**config.mk**
```make
export PLATFORM = sky130hd
export DESIGN_NAME = irpc_top
export DESIGN_NICKNAME = d
export VERILOG_FILES = /design/src/include/irpc_pkg.sv /design/src/irpc_sync.sv /design/src/irpc_top.sv
export VERILOG_INCLUDE_DIRS = /design/src /design/src/include
export SDC_FILE = /design/constraint.sdc
export NUM_CORES = 1
export LEC_CHECK = 0
export BUFFER_PORTS_ARGS = -buffer_cell sky130_fd_sc_hd__buf_2
export CELL_PAD_IN_SITES_DETAIL_PLACEMENT = 1
export CELL_PAD_IN_SITES_GLOBAL_PLACEMENT = 1
export CORE_ASPECT_RATIO = 0.5
export CORE_MARGIN = 2
export CORE_UTILIZATION = 35
export DETAILED_ROUTE_END_ITERATION = 7
export PLACE_DENSITY_LB_ADDON = 0.2
export SETUP_SLACK_MARGIN = 0.02
export SLEW_MARGIN = 10
export SYNTH_ARGS = -nofsm -noshare
export SYNTH_HDL_FRONTEND = slang
export SYNTH_HIERARCHICAL = 1
export SYNTH_SLANG_ARGS = --single-unit
```
**constraint.sdc**
```tcl
create_clock -name i_clock -period 2 [get_ports i_clock]
set_input_delay 0.2 -clock i_clock [delete_from_list [all_inputs] [get_ports i_clock]]
set_output_delay 0.2 -clock i_clock [all_outputs]
set_load 0.05 [all_outputs]
```
**src/include/irpc_consts.svh**
```systemverilog
/*
  constants of the interrupt, reset and power control block: offsets, bit
  positions, reset values and counts. assumes it is included by bare name.
*/
// Overview of operation
// - interrupt output is OR of every status bit ANDed with its enable bit, ANDed with function enable outside local bus mode.
// - local bus mode has no global interrupt enable, only per-source enables.
// - merged interrupt state is readable in the config status register.
// - option soft reset holds the controller in reset, except itself.
// - setting option soft reset drives the request/ready line low.
// - clearing option soft reset drives the request/ready line high.
// - core soft reset spares address, configuration and base registers.
// - power-down pin counts only with endec select nonzero; powers all down.
// - control bits: none awake, wake only tx down, power-down bit all down.
// - clearing both wake enable and power-down bit returns to fully awake.
// - power-down bit takes precedence over wake enable.
// - function enable bit is ignored for power state in local bus mode.
`ifndef IRPC_CONSTS_SVH
`define IRPC_CONSTS_SVH

`define IRPC_ADDR_W        4
`define IRPC_DATA_W        16
`define IRPC_NUM_EVT       8
`define IRPC_OFF_EVT_STAT  4'h0
`define IRPC_OFF_EVT_EN    4'h1
`define IRPC_OFF_CFG_OPT   4'h2
`define IRPC_OFF_CFG_STAT  4'h3
`define IRPC_OFF_RX_CTL    4'h4
`define IRPC_OFF_PWR_CTL   4'h5
`define IRPC_OFF_PWR_STAT  4'h6
`define IRPC_OFF_IND_ADDR  4'h7
`define IRPC_OFF_CFG_REGS  4'h8
`define IRPC_OFF_BASE_ADDR 4'h9
`define IRPC_BIT_OPT_SRST  7
`define IRPC_BIT_OPT_FEN   0
`define IRPC_BIT_STAT_INTR 1
`define IRPC_BIT_STAT_PD   0
`define IRPC_BIT_RX_SRST   15
`define IRPC_BIT_PCTL_PD   1
`define IRPC_BIT_PCTL_WAKE 0
`define IRPC_SEL_LO        1
`define IRPC_RST_WORD      16'h0000
`define IRPC_RST_EVT       8'h00
`define IRPC_BOOT_DONE     2'h3
`define IRPC_BOOT_SAMPLE   2'h2

`endif

```
**src/include/irpc_pkg.sv**
```systemverilog
/*
  types of the interrupt, reset and power control block.
  assumes irpc_consts.svh is on the include path.
*/
`default_nettype none
`include "irpc_consts.svh"
package irpc_pkg;

  typedef enum logic [3:0] {
    IRPC_AWAKE    = 4'h1,
    IRPC_TX_DOWN  = 4'h2,
    IRPC_ALL_DOWN = 4'h4,
    IRPC_PIN_DOWN = 4'h8
  } irpc_pwr_type;

  typedef struct packed {
    logic                     wr;
    logic                     rd;
    logic [`IRPC_ADDR_W-1:0] addr;
    logic [`IRPC_DATA_W-1:0] wdata;
  } irpc_bus_type;

  typedef struct packed {
    logic                      tx;
    logic                      rx;
    logic                      link;
    logic                      modem_n;
  } irpc_pwr_out_type;

  typedef struct packed {
    logic [`IRPC_NUM_EVT-1:0] evt_stat;
    logic [`IRPC_NUM_EVT-1:0] evt_en;
    logic                     opt_srst;
    logic                     opt_fen;
    logic                     stat_pd;
    logic [`IRPC_DATA_W-1:0]  rx_ctl;
    logic                     pctl_pd;
    logic                     pctl_wake;
    logic [`IRPC_DATA_W-1:0]  ind_addr;
    logic [`IRPC_DATA_W-1:0]  cfg_regs;
    logic [`IRPC_DATA_W-1:0]  base_addr;
    logic                     lbm;
    logic [1:0]               boot_cnt;
    irpc_pwr_type             pstate;
    irpc_pwr_out_type         pwr;
    logic                     core_rst;
    logic                     req_ready;
    logic                     eep_start;
    logic                     irq;
    logic [3:0]               intr_lines;
    logic [`IRPC_DATA_W-1:0]  rdata;
  } irpc_state_type;

endpackage
`default_nettype wire

```
**src/irpc_sync.sv**
```systemverilog
/*
  two flip-flop synchroniser for pin levels.
  assumes slowly changing levels; no pulse shorter than two clocks.
*/
`default_nettype none
module irpc_sync #(
  parameter int WIDTH = 1
) (
  input  wire logic             i_clock,
  input  wire logic             i_rst_n,
  input  wire logic             i_clock_enable,
  input  wire logic [WIDTH-1:0] i_async,
  output var  logic [WIDTH-1:0] o_sync
);

  typedef struct packed {
    logic [WIDTH-1:0] meta;
    logic [WIDTH-1:0] sync;
  } irpc_sync_state_type;

  irpc_sync_state_type st_r;
  irpc_sync_state_type st_nxt;

  always_comb
  begin
    st_nxt      = st_r;
    st_nxt.meta = i_async;
    st_nxt.sync = st_r.meta;
  end

  always_ff @(posedge i_clock or negedge i_rst_n)
  begin
    if (!i_rst_n)
    begin
      st_r <= '0;
    end
    else if (i_clock_enable)
    begin
      st_r <= st_nxt;
    end
  end

  assign o_sync = st_r.sync;

endmodule // irpc_sync
`default_nettype wire

```
**src/irpc_top.sv**
```systemverilog
/*
  interrupt merging, reset distribution and power state control.
  assumes a register master on the same clock, events as one-cycle pulses
  from the core, and pins that are asynchronous levels.
*/
`default_nettype none
`include "irpc_consts.svh"
module irpc_top (
  input  wire logic                     i_clock,
  input  wire logic                     i_rst_n,
  input  wire logic                     i_clock_enable,
  input  wire irpc_pkg::irpc_bus_type   i_bus,
  output var  logic [`IRPC_DATA_W-1:0]  o_rdata,
  input  wire logic [`IRPC_NUM_EVT-1:0] i_irq_event,
  input  wire logic                     i_power_down_pin,
  input  wire logic [1:0]               i_external_endec_select,
  input  wire logic                     i_local_bus_mode_pin,
  output var  logic                     o_irq,
  output var  logic [3:0]               o_interrupt_output_lines,
  output var  logic                     o_request_ready_line,
  output var  logic                     o_core_reset,
  output var  logic                     o_eeprom_read_start,
  output var  irpc_pkg::irpc_pwr_out_type o_power
);
  import irpc_pkg::*;

  localparam irpc_state_type ST_RST = '{
    evt_stat:   `IRPC_RST_EVT,
    evt_en:     `IRPC_RST_EVT,
    opt_srst:   1'b0,
    opt_fen:    1'b0,
    stat_pd:    1'b0,
    rx_ctl:     `IRPC_RST_WORD,
    pctl_pd:    1'b0,
    pctl_wake:  1'b0,
    ind_addr:   `IRPC_RST_WORD,
    cfg_regs:   `IRPC_RST_WORD,
    base_addr:  `IRPC_RST_WORD,
    lbm:        1'b0,
    boot_cnt:   2'h0,
    pstate:     IRPC_AWAKE,
    pwr:        '{tx: 1'b0, rx: 1'b0, link: 1'b0, modem_n: 1'b1},
    core_rst:   1'b0,
    req_ready:  1'b1,
    eep_start:  1'b0,
    irq:        1'b0,
    intr_lines: 4'h0,
    rdata:      `IRPC_RST_WORD
  };

  irpc_state_type st_r;
  irpc_state_type st_nxt;
  logic [3:0]     pins_sync;
  logic           pin_on;
  logic           fen_ok;
  logic           held_opt;
  logic           held_core;
  logic           wr_stat;
  logic           wr_en;
  logic           wr_opt;
  logic           wr_cstat;
  logic           wr_rx;
  logic           wr_pctl;
  logic           wr_ind;
  logic           wr_cfg;
  logic           wr_base;

  irpc_sync #(
    .WIDTH (4)
  ) u_sync (
    .i_clock        (i_clock),
    .i_rst_n        (i_rst_n),
    .i_clock_enable (i_clock_enable),
    .i_async        ({i_local_bus_mode_pin, i_external_endec_select,
                      i_power_down_pin}),
    .o_sync         (pins_sync)
  );

  // pin counts only with an external endec selected
  assign pin_on    = pins_sync[0] && (pins_sync[2:1] != 2'h0);
  // soft resets act in the cycle of the write that sets them
  assign held_opt  = wr_opt ? i_bus.wdata[`IRPC_BIT_OPT_SRST] : st_r.opt_srst;
  assign held_core = held_opt || (wr_rx ? i_bus.wdata[`IRPC_BIT_RX_SRST]
                                        : st_r.rx_ctl[`IRPC_BIT_RX_SRST]);
  assign wr_stat   = i_bus.wr && (i_bus.addr == `IRPC_OFF_EVT_STAT);
  assign wr_en     = i_bus.wr && (i_bus.addr == `IRPC_OFF_EVT_EN);
  assign wr_opt    = i_bus.wr && (i_bus.addr == `IRPC_OFF_CFG_OPT);
  assign wr_cstat  = i_bus.wr && (i_bus.addr == `IRPC_OFF_CFG_STAT);
  assign wr_rx     = i_bus.wr && (i_bus.addr == `IRPC_OFF_RX_CTL);
  assign wr_pctl   = i_bus.wr && (i_bus.addr == `IRPC_OFF_PWR_CTL);
  assign wr_ind    = i_bus.wr && (i_bus.addr == `IRPC_OFF_IND_ADDR);
  assign wr_cfg    = i_bus.wr && (i_bus.addr == `IRPC_OFF_CFG_REGS);
  assign wr_base   = i_bus.wr && (i_bus.addr == `IRPC_OFF_BASE_ADDR);

  always_comb
  begin
    st_nxt           = st_r;
    st_nxt.eep_start = 1'b0;
    st_nxt.rdata     = `IRPC_RST_WORD;

    // bus mode and first eeprom read once the pin synchroniser has settled
    if (st_r.boot_cnt != `IRPC_BOOT_DONE)
    begin
      st_nxt.boot_cnt = st_r.boot_cnt + 2'h1;
      if (st_r.boot_cnt == `IRPC_BOOT_SAMPLE)
      begin
        st_nxt.lbm       = pins_sync[3];
        st_nxt.eep_start = 1'b1;
      end
    end

    if (wr_opt)
    begin
      st_nxt.opt_srst = i_bus.wdata[`IRPC_BIT_OPT_SRST];
      st_nxt.opt_fen  = i_bus.wdata[`IRPC_BIT_OPT_FEN];
    end
    // setting the option soft reset also reloads from the eeprom
    if (st_nxt.opt_srst && !st_r.opt_srst)
    begin
      st_nxt.eep_start = 1'b1;
    end

    if (wr_stat)
    begin
      st_nxt.evt_stat = st_r.evt_stat & ~i_bus.wdata[`IRPC_NUM_EVT-1:0];
    end
    if (wr_en)
    begin
      st_nxt.evt_en = i_bus.wdata[`IRPC_NUM_EVT-1:0];
    end
    // the status power-down bit is only heeded outside local bus mode
    if (wr_cstat)
    begin
      st_nxt.stat_pd = i_bus.wdata[`IRPC_BIT_STAT_PD];
    end
    if (wr_rx)
    begin
      st_nxt.rx_ctl = i_bus.wdata;
    end
    if (wr_pctl)
    begin
      st_nxt.pctl_pd   = i_bus.wdata[`IRPC_BIT_PCTL_PD];
      st_nxt.pctl_wake = i_bus.wdata[`IRPC_BIT_PCTL_WAKE];
    end
    if (wr_ind)
    begin
      st_nxt.ind_addr = i_bus.wdata;
    end
    if (wr_cfg)
    begin
      st_nxt.cfg_regs = i_bus.wdata;
    end
    if (wr_base)
    begin
      st_nxt.base_addr = i_bus.wdata;
    end

    // new events win over a clear in the same cycle
    st_nxt.evt_stat = st_nxt.evt_stat | i_irq_event;

    // core soft reset keeps address, configuration and base registers
    if (held_core)
    begin
      st_nxt.evt_stat  = `IRPC_RST_EVT;
      st_nxt.evt_en    = `IRPC_RST_EVT;
      st_nxt.stat_pd   = 1'b0;
      st_nxt.pctl_pd   = 1'b0;
      st_nxt.pctl_wake = 1'b0;
    end
    // option soft reset clears everything but its own bit
    if (held_opt)
    begin
      st_nxt.rx_ctl    = `IRPC_RST_WORD;
      st_nxt.opt_fen   = 1'b0;
      st_nxt.ind_addr  = `IRPC_RST_WORD;
      st_nxt.cfg_regs  = `IRPC_RST_WORD;
      st_nxt.base_addr = `IRPC_RST_WORD;
    end

    // function enable matters only outside local bus mode
    fen_ok = st_nxt.lbm || st_nxt.opt_fen;

    // power state from pin and control bits; pin release restores bits
    if (pin_on)
    begin
      st_nxt.pstate = IRPC_PIN_DOWN;
    end
    else if (st_nxt.pctl_pd || !fen_ok || (st_nxt.stat_pd && !st_nxt.lbm))
    begin
      st_nxt.pstate = IRPC_ALL_DOWN;
    end
    else if (st_nxt.pctl_wake)
    begin
      st_nxt.pstate = IRPC_TX_DOWN;
    end
    else
    begin
      st_nxt.pstate = IRPC_AWAKE;
    end

    case (st_nxt.pstate)
      IRPC_AWAKE:
      begin
        st_nxt.pwr = '{tx: 1'b0, rx: 1'b0, link: 1'b0, modem_n: 1'b1};
      end
      IRPC_TX_DOWN:
      begin
        st_nxt.pwr = '{tx: 1'b1, rx: 1'b0, link: 1'b0, modem_n: 1'b1};
      end
      IRPC_ALL_DOWN:
      begin
        st_nxt.pwr = '{tx: 1'b1, rx: 1'b1, link: 1'b1, modem_n: 1'b1};
      end
      default:
      begin
        st_nxt.pwr = '{tx: 1'b1, rx: 1'b1, link: 1'b1, modem_n: 1'b0};
      end
    endcase

    // merged interrupt; only per-source enables gate it in local bus mode
    st_nxt.irq = (|(st_nxt.evt_stat & st_nxt.evt_en)) && fen_ok;
    if (st_nxt.irq)
    begin
      st_nxt.intr_lines = 4'h1 << st_nxt.cfg_regs[`IRPC_SEL_LO +: 2];
    end
    else
    begin
      st_nxt.intr_lines = 4'h0;
    end

    st_nxt.core_rst  = st_nxt.opt_srst || st_nxt.rx_ctl[`IRPC_BIT_RX_SRST];
    st_nxt.req_ready = !st_nxt.opt_srst;

    if (i_bus.rd)
    begin
      if (i_bus.addr == `IRPC_OFF_EVT_STAT)
      begin
        st_nxt.rdata = {8'h00, st_r.evt_stat};
      end
      else if (i_bus.addr == `IRPC_OFF_EVT_EN)
      begin
        st_nxt.rdata = {8'h00, st_r.evt_en};
      end
      else if (i_bus.addr == `IRPC_OFF_CFG_OPT)
      begin
        st_nxt.rdata = {8'h00, st_r.opt_srst, 6'h00, st_r.opt_fen};
      end
      else if (i_bus.addr == `IRPC_OFF_CFG_STAT)
      begin
        st_nxt.rdata = {14'h0000, st_r.irq, st_r.stat_pd};
      end
      else if (i_bus.addr == `IRPC_OFF_RX_CTL)
      begin
        st_nxt.rdata = st_r.rx_ctl;
      end
      else if (i_bus.addr == `IRPC_OFF_PWR_CTL)
      begin
        st_nxt.rdata = {14'h0000, st_r.pctl_pd, st_r.pctl_wake};
      end
      else if (i_bus.addr == `IRPC_OFF_PWR_STAT)
      begin
        st_nxt.rdata = {7'h00, st_r.lbm, 4'h0, st_r.pstate};
      end
      else if (i_bus.addr == `IRPC_OFF_IND_ADDR)
      begin
        st_nxt.rdata = st_r.ind_addr;
      end
      else if (i_bus.addr == `IRPC_OFF_CFG_REGS)
      begin
        st_nxt.rdata = st_r.cfg_regs;
      end
      else if (i_bus.addr == `IRPC_OFF_BASE_ADDR)
      begin
        st_nxt.rdata = st_r.base_addr;
      end
      else
      begin
        st_nxt.rdata = `IRPC_RST_WORD;
      end
    end
  end

  always_ff @(posedge i_clock or negedge i_rst_n)
  begin
    if (!i_rst_n)
    begin
      st_r <= ST_RST;
    end
    else if (i_clock_enable)
    begin
      st_r <= st_nxt;
    end
  end

  assign o_rdata                  = st_r.rdata;
  assign o_irq                    = st_r.irq;
  assign o_interrupt_output_lines = st_r.intr_lines;
  assign o_request_ready_line     = st_r.req_ready;
  assign o_core_reset             = st_r.core_rst;
  assign o_eeprom_read_start      = st_r.eep_start;
  assign o_power                  = st_r.pwr;
endmodule // irpc_top
`default_nettype wire

```
==> impl_metrics.env, run 1 <==
export IMPL_run_status="finished, final reports clean"
export IMPL_final_nets=744
export IMPL_number_of_global_route_vias_before_repair=5476
export IMPL_synth_area_leaders="sky130_fd_sc_hd__dfrtp_1 (49%), sky130_fd_sc_hd__a22o_1 (6.4%), sky130_fd_sc_hd__nand2_1 (4.8%)"
export IMPL_synth_seq_area_share_pct=50.4
export IMPL_floorplan_io_pins=65
export IMPL_post_synthesis_instance_area_sq_um=6310
export IMPL_grt_start_max_net_pins=51
export IMPL_final_hold_violation_count=0
export IMPL_depth_of_the_worst_register_to_register_path=8
export IMPL_clock_skew_ns=0.00973
export IMPL_reg2reg_from="st_r[32]$_DFFE_PN0P_"
export IMPL_setup_slack_of_the_worst_register_to_register_path_ns=0.12
export IMPL_dieWidth_um=194
export IMPL_area_growth_syn_to_layout_pct=24.3
export IMPL_tritoncts="built"
export IMPL_synth_area_leader="sky130_fd_sc_hd__dfrtp_1"
export IMPL_post_route_cells_drive_above_1_share_pct=27.9
export IMPL_layout_cells_most_common="sky130_fd_sc_hd__dfrtp_1"
export IMPL_synth_fp_nets=649
export IMPL_critical_path_startpoint_type="flop"
export IMPL_finalWeightedCongestion=0.959
export IMPL_initialDrtViolationCount=378
export IMPL_fmax_mhz=532
export IMPL_viasPerCell=5.46
export IMPL_power_density_cell_area_nw_per_um2=980
export IMPL_mostFrequentLayoutCells="sky130_fd_sc_hd__dfrtp_1 (124), sky130_fd_sc_hd__nand2_1 (81), sky130_fd_sc_hd__buf_2 (63)"
export IMPL_min_from="i_irq_event[4]"
export IMPL_floorplan_core_area_sq_um=17500
export IMPL_count_of_placed_standard_cells_including_taps=914
export IMPL_cp_data_arrival_time_ns=2.18
export IMPL_cts_inserted_buffers=17
export IMPL_dp_hpwl_mm=14.9
export IMPL_worstHoldPathType="input pin to flop"
export IMPL_initial_utilization_pct=36.0
export IMPL_synth_enable_flop_cells=0
export IMPL_max_vdd_ir_drop_uv=581
export IMPL_synth_seq_cells=127
export IMPL_synth_avg_cell_area_sq_um=10.4
export IMPL_antenna_found_initial=0
export IMPL_antenna_cells=0
export IMPL_drc_violations_left=0
export IMPL_route_vias_total=5191
export IMPL_overflow=0
export IMPL_totalWireLength_mm=20.8
export IMPL_ctsHtreeMaxLevel=4
export IMPL_maxCapViolCount=0
export IMPL_cts_root_buffer_cell="sky130_fd_sc_hd__clkbuf_16"
export IMPL_wire_per_inst_um=21.9
export IMPL_worst_ep_required_time_ns=2.30
export IMPL_post_cts_repair_setup_buffers=0
export IMPL_r2r_end="o_interrupt_output_lines[3]$_DFFE_PN0P_"
export IMPL_async_s_r_ff_share_synth_pct=100
export IMPL_synth_warnings=6
export IMPL_worst_slew_pin_transition_ns=0.740
export IMPL_antenna_violating_nets_post_route=0
export IMPL_path_clk_slew_ns=0.07
export IMPL_grtUsageTotal_pct=22.8
export IMPL_chipHeight_um=98.9
export IMPL_instances_no_fill=951
export IMPL_placement_rows=34
export IMPL_finalCritPeriodShare_pct=94.0
export IMPL_p_leak_nw=3.60
export IMPL_setup_viol=0
export IMPL_fillers=1961
export IMPL_grt_first_pass_wirelength_mm=32.9
export IMPL_startpoint_to_endpoint_class_of_the_critical_path="flop to flop"
export IMPL_whs_endpoint="st_r[116]$_DFFE_PN0P_"
export IMPL_maxSlewViolCount=0
export IMPL_rsz0062_at_grt="false"
export IMPL_dr_pass1_iters=5
export IMPL_period_minus_slack_ns=1.88
export IMPL_timing_hold_worst_path_depth=3
export IMPL_post_synth_inst_count=609
export IMPL_yosys_area_top_type_share_pct=49.2
export IMPL_worst_hold_check_slack_ns=0.0172
export IMPL_synth_distinct_cells=61
export IMPL_end_kind="flop"
export IMPL_die_area_sq_um=19200
export IMPL_tritoncts_num_sinks=127
export IMPL_clockBufferDepth=2
export IMPL_yosys_most_used_dff="sky130_fd_sc_hd__dfrtp_1"
export IMPL_timing_critical_path_fanout_max=5
export IMPL_timing_slew_headroom_pct=50.3
export IMPL_worst_skew_late_latency_ns=0.42
export IMPL_placement_io_buffers=64
cell families (layout without fill, tap and decap cells):
logic type | after synthesis | after routing | share of synthesized area, %
compound gates | 213 | 213 | 23.5
buf+inv | 82 | 190 | 6.84
simple gates | 142 | 142 | 10.8
mux | 41 | 41 | 7.64
xor+xnor | 1 | 1 | 0.139
flops | 127 | 127 | 50.4
fa+ha+maj | 3 | 3 | 0.595
flip-flops by register name, summed over array words and instances, names as in the netlist:
signal	flops
st_r	92
o_rdata	16
o_interrupt_output_lines	4
u_sync/o_sync	4
u_sync/st_nxt	4
o_power	3
o_core_reset	1
o_eeprom_read_start	1
o_irq	1
o_request_ready_line	1
per-layer routing:
layer / vias to the layer above / global-route usage (%) / share of wire (%)
li1: 2401 / - / -
met1: 2632 / 32.7 / 49
met2: 130 / 33.8 / 43
met3: 28 / 5.44 / 5.7
met4: 0 / 7.58 / 1.7
met5: - / 0 / 0
cell type report:
class	count	area [sq um]	share of cell area [%]
timing repair buffer	137	983	12.5
sequential	127	3180	40.6
clock inverter	14	159	2.03
tap	234	293	3.73
multi-input combinational	400	2720	34.6
clock buffer	18	429	5.47
inverter	21	78.8	1.01
repair_timing:
| action | 4_1_cts | 5_1_grt |
|---|---|---|
| hold buffers | 5 | 0 |
| cloned | 0 | 0 |
| endpoints found under the hold margin | 37 | 0 |
| gates resized for setup | 1 | 2 |
| endpoints found under the setup margin | 5 | 5 |
stage by stage:
step | setup TNS, ns | worst slack (ns) | area (sq um) | util (%) | total power [mW]
2_1_floorplan | 0 | 0.214 | 6310 | - | 3.93
4_1_cts | 0 | 0.0742 | 7830 | 44.7 | 7.75
3_3_place_gp | 0 | 0.0230 | 7190 | 41.0 | 4.50
3_5_place_dp | -0.372 | -0.0805 | 7190 | 41.0 | 4.54
5_1_grt | 0 | 0.0206 | 7840 | 44.7 | 8.04
6_report | 0 | 0.119 | 7840 | 44.7 | 7.69
Yosys cell counts (4+ instances only):
library cell / instances
sky130_fd_sc_hd__a22oi_1: 7
sky130_fd_sc_hd__nand3_1: 10
sky130_fd_sc_hd__o2bb2ai_1: 13
sky130_fd_sc_hd__o32ai_1: 5
sky130_fd_sc_hd__dfrtp_1: 124
sky130_fd_sc_hd__a21oi_1: 22
sky130_fd_sc_hd__nand2_1: 81
sky130_fd_sc_hd__o22ai_1: 13
sky130_fd_sc_hd__clkbuf_1: 22
sky130_fd_sc_hd__inv_1: 20
sky130_fd_sc_hd__a22o_1: 46
sky130_fd_sc_hd__nor2b_1: 4
sky130_fd_sc_hd__nor2_1: 22
sky130_fd_sc_hd__mux2_4: 8
sky130_fd_sc_hd__buf_4: 27
sky130_fd_sc_hd__buf_2: 5
sky130_fd_sc_hd__buf_1: 4
sky130_fd_sc_hd__mux2i_1: 26
sky130_fd_sc_hd__o41ai_1: 6
sky130_fd_sc_hd__o21ai_1: 25
sky130_fd_sc_hd__a32oi_1: 4
sky130_fd_sc_hd__o21ai_0: 39
sky130_fd_sc_hd__o22a_1: 9
sky130_fd_sc_hd__mux2_2: 5
sky130_fd_sc_hd__a31oi_1: 5
critical path, cell delays in order (launching register included):
cell                       delay, ns
sky130_fd_sc_hd__dfrtp_1        0.41
sky130_fd_sc_hd__inv_1          0.09
sky130_fd_sc_hd__ha_1           0.14
sky130_fd_sc_hd__nor2b_1        0.20
sky130_fd_sc_hd__mux2i_2        0.31
sky130_fd_sc_hd__o311ai_1       0.23
sky130_fd_sc_hd__buf_4          0.19
sky130_fd_sc_hd__nand2_2        0.11
sky130_fd_sc_hd__o41ai_1        0.08
worst max-delay path by stage:
stage | from | depth (start not counted) | endpoint | slack, ns
floorplan | i_bus[18] | 7 | o_interrupt_output_lines[0]$_DFFE_PN0P_ | 0.21
global placement | i_bus[17] | 8 | o_interrupt_output_lines[3]$_DFFE_PN0P_ | 0.02
detailed placement | i_bus[17] | 8 | o_interrupt_output_lines[2]$_DFFE_PN0P_ | -0.08
CTS | st_r[32]$_DFFE_PN0P_ | 8 | o_power[3]$_DFFE_PN0P_ | 0.07
global route | st_r[32]$_DFFE_PN0P_ | 8 | o_interrupt_output_lines[3]$_DFFE_PN0P_ | 0.02
finish | st_r[32]$_DFFE_PN0P_ | 8 | o_interrupt_output_lines[3]$_DFFE_PN0P_ | 0.12
report_power, final:
| group | leakage [nW] | switching [mW] | internal (mW) |
|---|---|---|---|
| Combinational | 1.63 | 0.940 | 0.547 |
| Sequential | 1.69 | 0.210 | 2.83 |
| Clock | 0.275 | 1.30 | 1.86 |
(Power assumes the default switching activity.)
==> run 2: changes to the inputs <==
- RECOVER_POWER: unset -> 100
==> impl_metrics.env, run 2 (synthesized netlist as in run 1, its figures left out) <==
export IMPL_grt_first_pass_wirelength_mm=32.9
export IMPL_power_sequential_fraction_pct=40.0
export IMPL_p_clk_share_pct=41.5
export IMPL_drc_violations_left=0
export IMPL_route_vias_total=5213
export IMPL_final_hold_violation_count=0
export IMPL_logic_gate_share_of_total_power_pct=18.5
export IMPL_dr_pass1_iters=4
export IMPL_die_area_sq_um=19200
export IMPL_ctsHtreeMaxLevel=4
export IMPL_floorplan_core_area_sq_um=17500
export IMPL_place_area_sq_um=7190
export IMPL_p_sw_share_pct=32.0
export IMPL_clockBufferDepth=2
export IMPL_floorplan_io_pins=65
export IMPL_grt_start_max_net_pins=51
export IMPL_worst_slew_pin_transition_ns=0.968
export IMPL_final_nets=744
export IMPL_placement_rows=34
export IMPL_instances_no_fill=951
export IMPL_totalWireLength_mm=20.9
export IMPL_critical_path_startpoint_type="input pin"
export IMPL_run_status="finished, final reports clean"
export IMPL_rsz0062_at_grt="false"
export IMPL_p_leak_nw=3.41
export IMPL_fin_ws_ns=0.137
export IMPL_antenna_found_initial=0
export IMPL_largest_register="st_r"
export IMPL_worst_skew_late_latency_ns=0.42
export IMPL_antenna_cells=0
export IMPL_maxCapViolCount=0
export IMPL_clock_skew_ns=0.0108
export IMPL_wire_per_inst_um=22.0
export IMPL_grtUsageTotal_pct=22.8
export IMPL_overflow=0
export IMPL_max_vdd_ir_drop_uv=570
export IMPL_worst_ep_required_time_ns=2.35
export IMPL_finalWeightedCongestion=0.959
export IMPL_area_growth_syn_to_layout_pct=22.0
export IMPL_tritoncts="built"
export IMPL_power_density_cell_area_nw_per_um2=988
export IMPL_switching_power_mw=2.43
export IMPL_path_clk_slew_ns=0.07
export IMPL_layout_cells_most_common="sky130_fd_sc_hd__dfrtp_1"
export IMPL_placement_setup_worst_slack_ns=-0.0805
export IMPL_post_route_cells_drive_above_1_share_pct=21.5
export IMPL_number_of_global_route_vias_before_repair=5476
export IMPL_dieWidth_um=194
export IMPL_setup_viol=0
export IMPL_timing_slew_headroom_pct=35.5
export IMPL_cts_inserted_buffers=17
export IMPL_fmax_mhz=537
export IMPL_initial_utilization_pct=36.0
export IMPL_viasPerCell=5.48
export IMPL_cp_data_arrival_time_ns=2.22
export IMPL_worst_hold_check_slack_ns=0.0124
export IMPL_chipHeight_um=98.9
export IMPL_largest_reg_flops=92
export IMPL_end_kind="flop"
export IMPL_placement_io_buffers=64
export IMPL_dp_hpwl_mm=14.9
export IMPL_post_cts_repair_setup_buffers=0
export IMPL_startpoint_to_endpoint_class_of_the_critical_path="input pin to flop"
export IMPL_antenna_violating_nets_post_route=0
export IMPL_cell_internal_pwr_mw=5.17
export IMPL_mostFrequentLayoutCells="sky130_fd_sc_hd__dfrtp_1 (124), sky130_fd_sc_hd__nand2_1 (81), sky130_fd_sc_hd__o21ai_0 (54)"
export IMPL_postLayoutCellArea_sq_um=7690
export IMPL_maxSlewViolCount=0
export IMPL_finalCritPeriodShare_pct=93.2
export IMPL_timing_critical_path_fanout_max=7
export IMPL_count_of_placed_standard_cells_including_taps=914
export IMPL_initialDrtViolationCount=406
export IMPL_worstHoldPathType="input pin to flop"
export IMPL_period_minus_slack_ns=1.86
export IMPL_tritoncts_num_sinks=127
export IMPL_cts_root_buffer_cell="sky130_fd_sc_hd__clkbuf_16"
run 2: changes by cell type in the layout (fill, tap and decap cells not counted), sizes merged:
cell	delta
buf	-44
clkbuf	+44
run 2: timing repair:
action                                  CTS  global route
resized for setup                         1             2
hold buffers                              5             0
endpoints found under the setup margin    5             5
endpoints found under the hold margin    37             0
run 2: per-stage QoR:
| stage | utilization [%] | setup TNS, ns | power (mW) |
|---|---|---|---|
| after floorplan | - | 0 | 3.93 |
| after global placement | 41.0 | 0 | 4.50 |
| after detailed placement | 41.0 | -0.372 | 4.54 |
| after CTS | 44.7 | 0 | 7.75 |
| after global routing | 43.9 | 0 | 7.96 |
| final | 43.9 | 0 | 7.60 |
run 2: metal layers:
| layer | track usage, % | part of all wire [%] | up-vias |
|---|---|---|---|
| li1 | - | - | 2401 |
| met1 | 32.7 | 50 | 2651 |
| met2 | 33.8 | 43 | 132 |
| met3 | 5.44 | 5.2 | 29 |
| met4 | 7.58 | 1.7 | 0 |
| met5 | 0 | 0 | - |
run 2: worst paths after layout:
| kind | start | end | slack [ns] | cells after the start |
|---|---|---|---|---|
| max reg2reg | st_r[32]$_DFFE_PN0P_ | o_interrupt_output_lines[3]$_DFFE_PN0P_ | 0.14 | 8 |
| min | i_irq_event[4] | st_r[116]$_DFFE_PN0P_ | 0.01 | 3 |
| min reg2reg | st_r[80]$_DFFE_PN0P_ | st_r[80]$_DFFE_PN0P_ | 0.48 | 2 |
| min in group asynchronous | i_rst_n | o_rdata[11]$_DFFE_PN0P_ | 0.47 | 2 |
| max | i_bus[21] | st_r[59]$_DFFE_PN0P_ | 0.14 | 9 |
| max in group asynchronous | i_rst_n | o_request_ready_line$_DFFE_PN1P_ | 0.65 | 3 |
run 2: area by class of cell:
type	count	area [sq um]
clock buffer	18	429
timing repair buffer	137	885
inverter	21	78.8
clock inverter	14	159
multi-input combinational	400	2670
fill	1988	9830
sequential	127	3180
tap	234	293
run 2: critical path, stage by stage:
cell	delay, ns
sky130_fd_sc_hd__buf_2	0.10
sky130_fd_sc_hd__nor2b_2	0.14
sky130_fd_sc_hd__buf_4	0.16
sky130_fd_sc_hd__nand3_1	0.26
sky130_fd_sc_hd__mux2i_4	0.39
sky130_fd_sc_hd__nand2_1	0.21
sky130_fd_sc_hd__nor2_1	0.18
sky130_fd_sc_hd__clkbuf_1	0.35
sky130_fd_sc_hd__a22o_1	0.21
run 2: power groups by stage:
stage / Sequential [mW] / Clock [mW] / Combinational, mW
finish: 3.04 / 3.15 / 1.41
global route: 3.07 / 3.34 / 1.55
CTS: 3.04 / 3.23 / 1.48
detailed placement: 3.08 / 0 / 1.46
global placement: 3.07 / 0 / 1.43
floorplan: 3.04 / 0 / 0.883
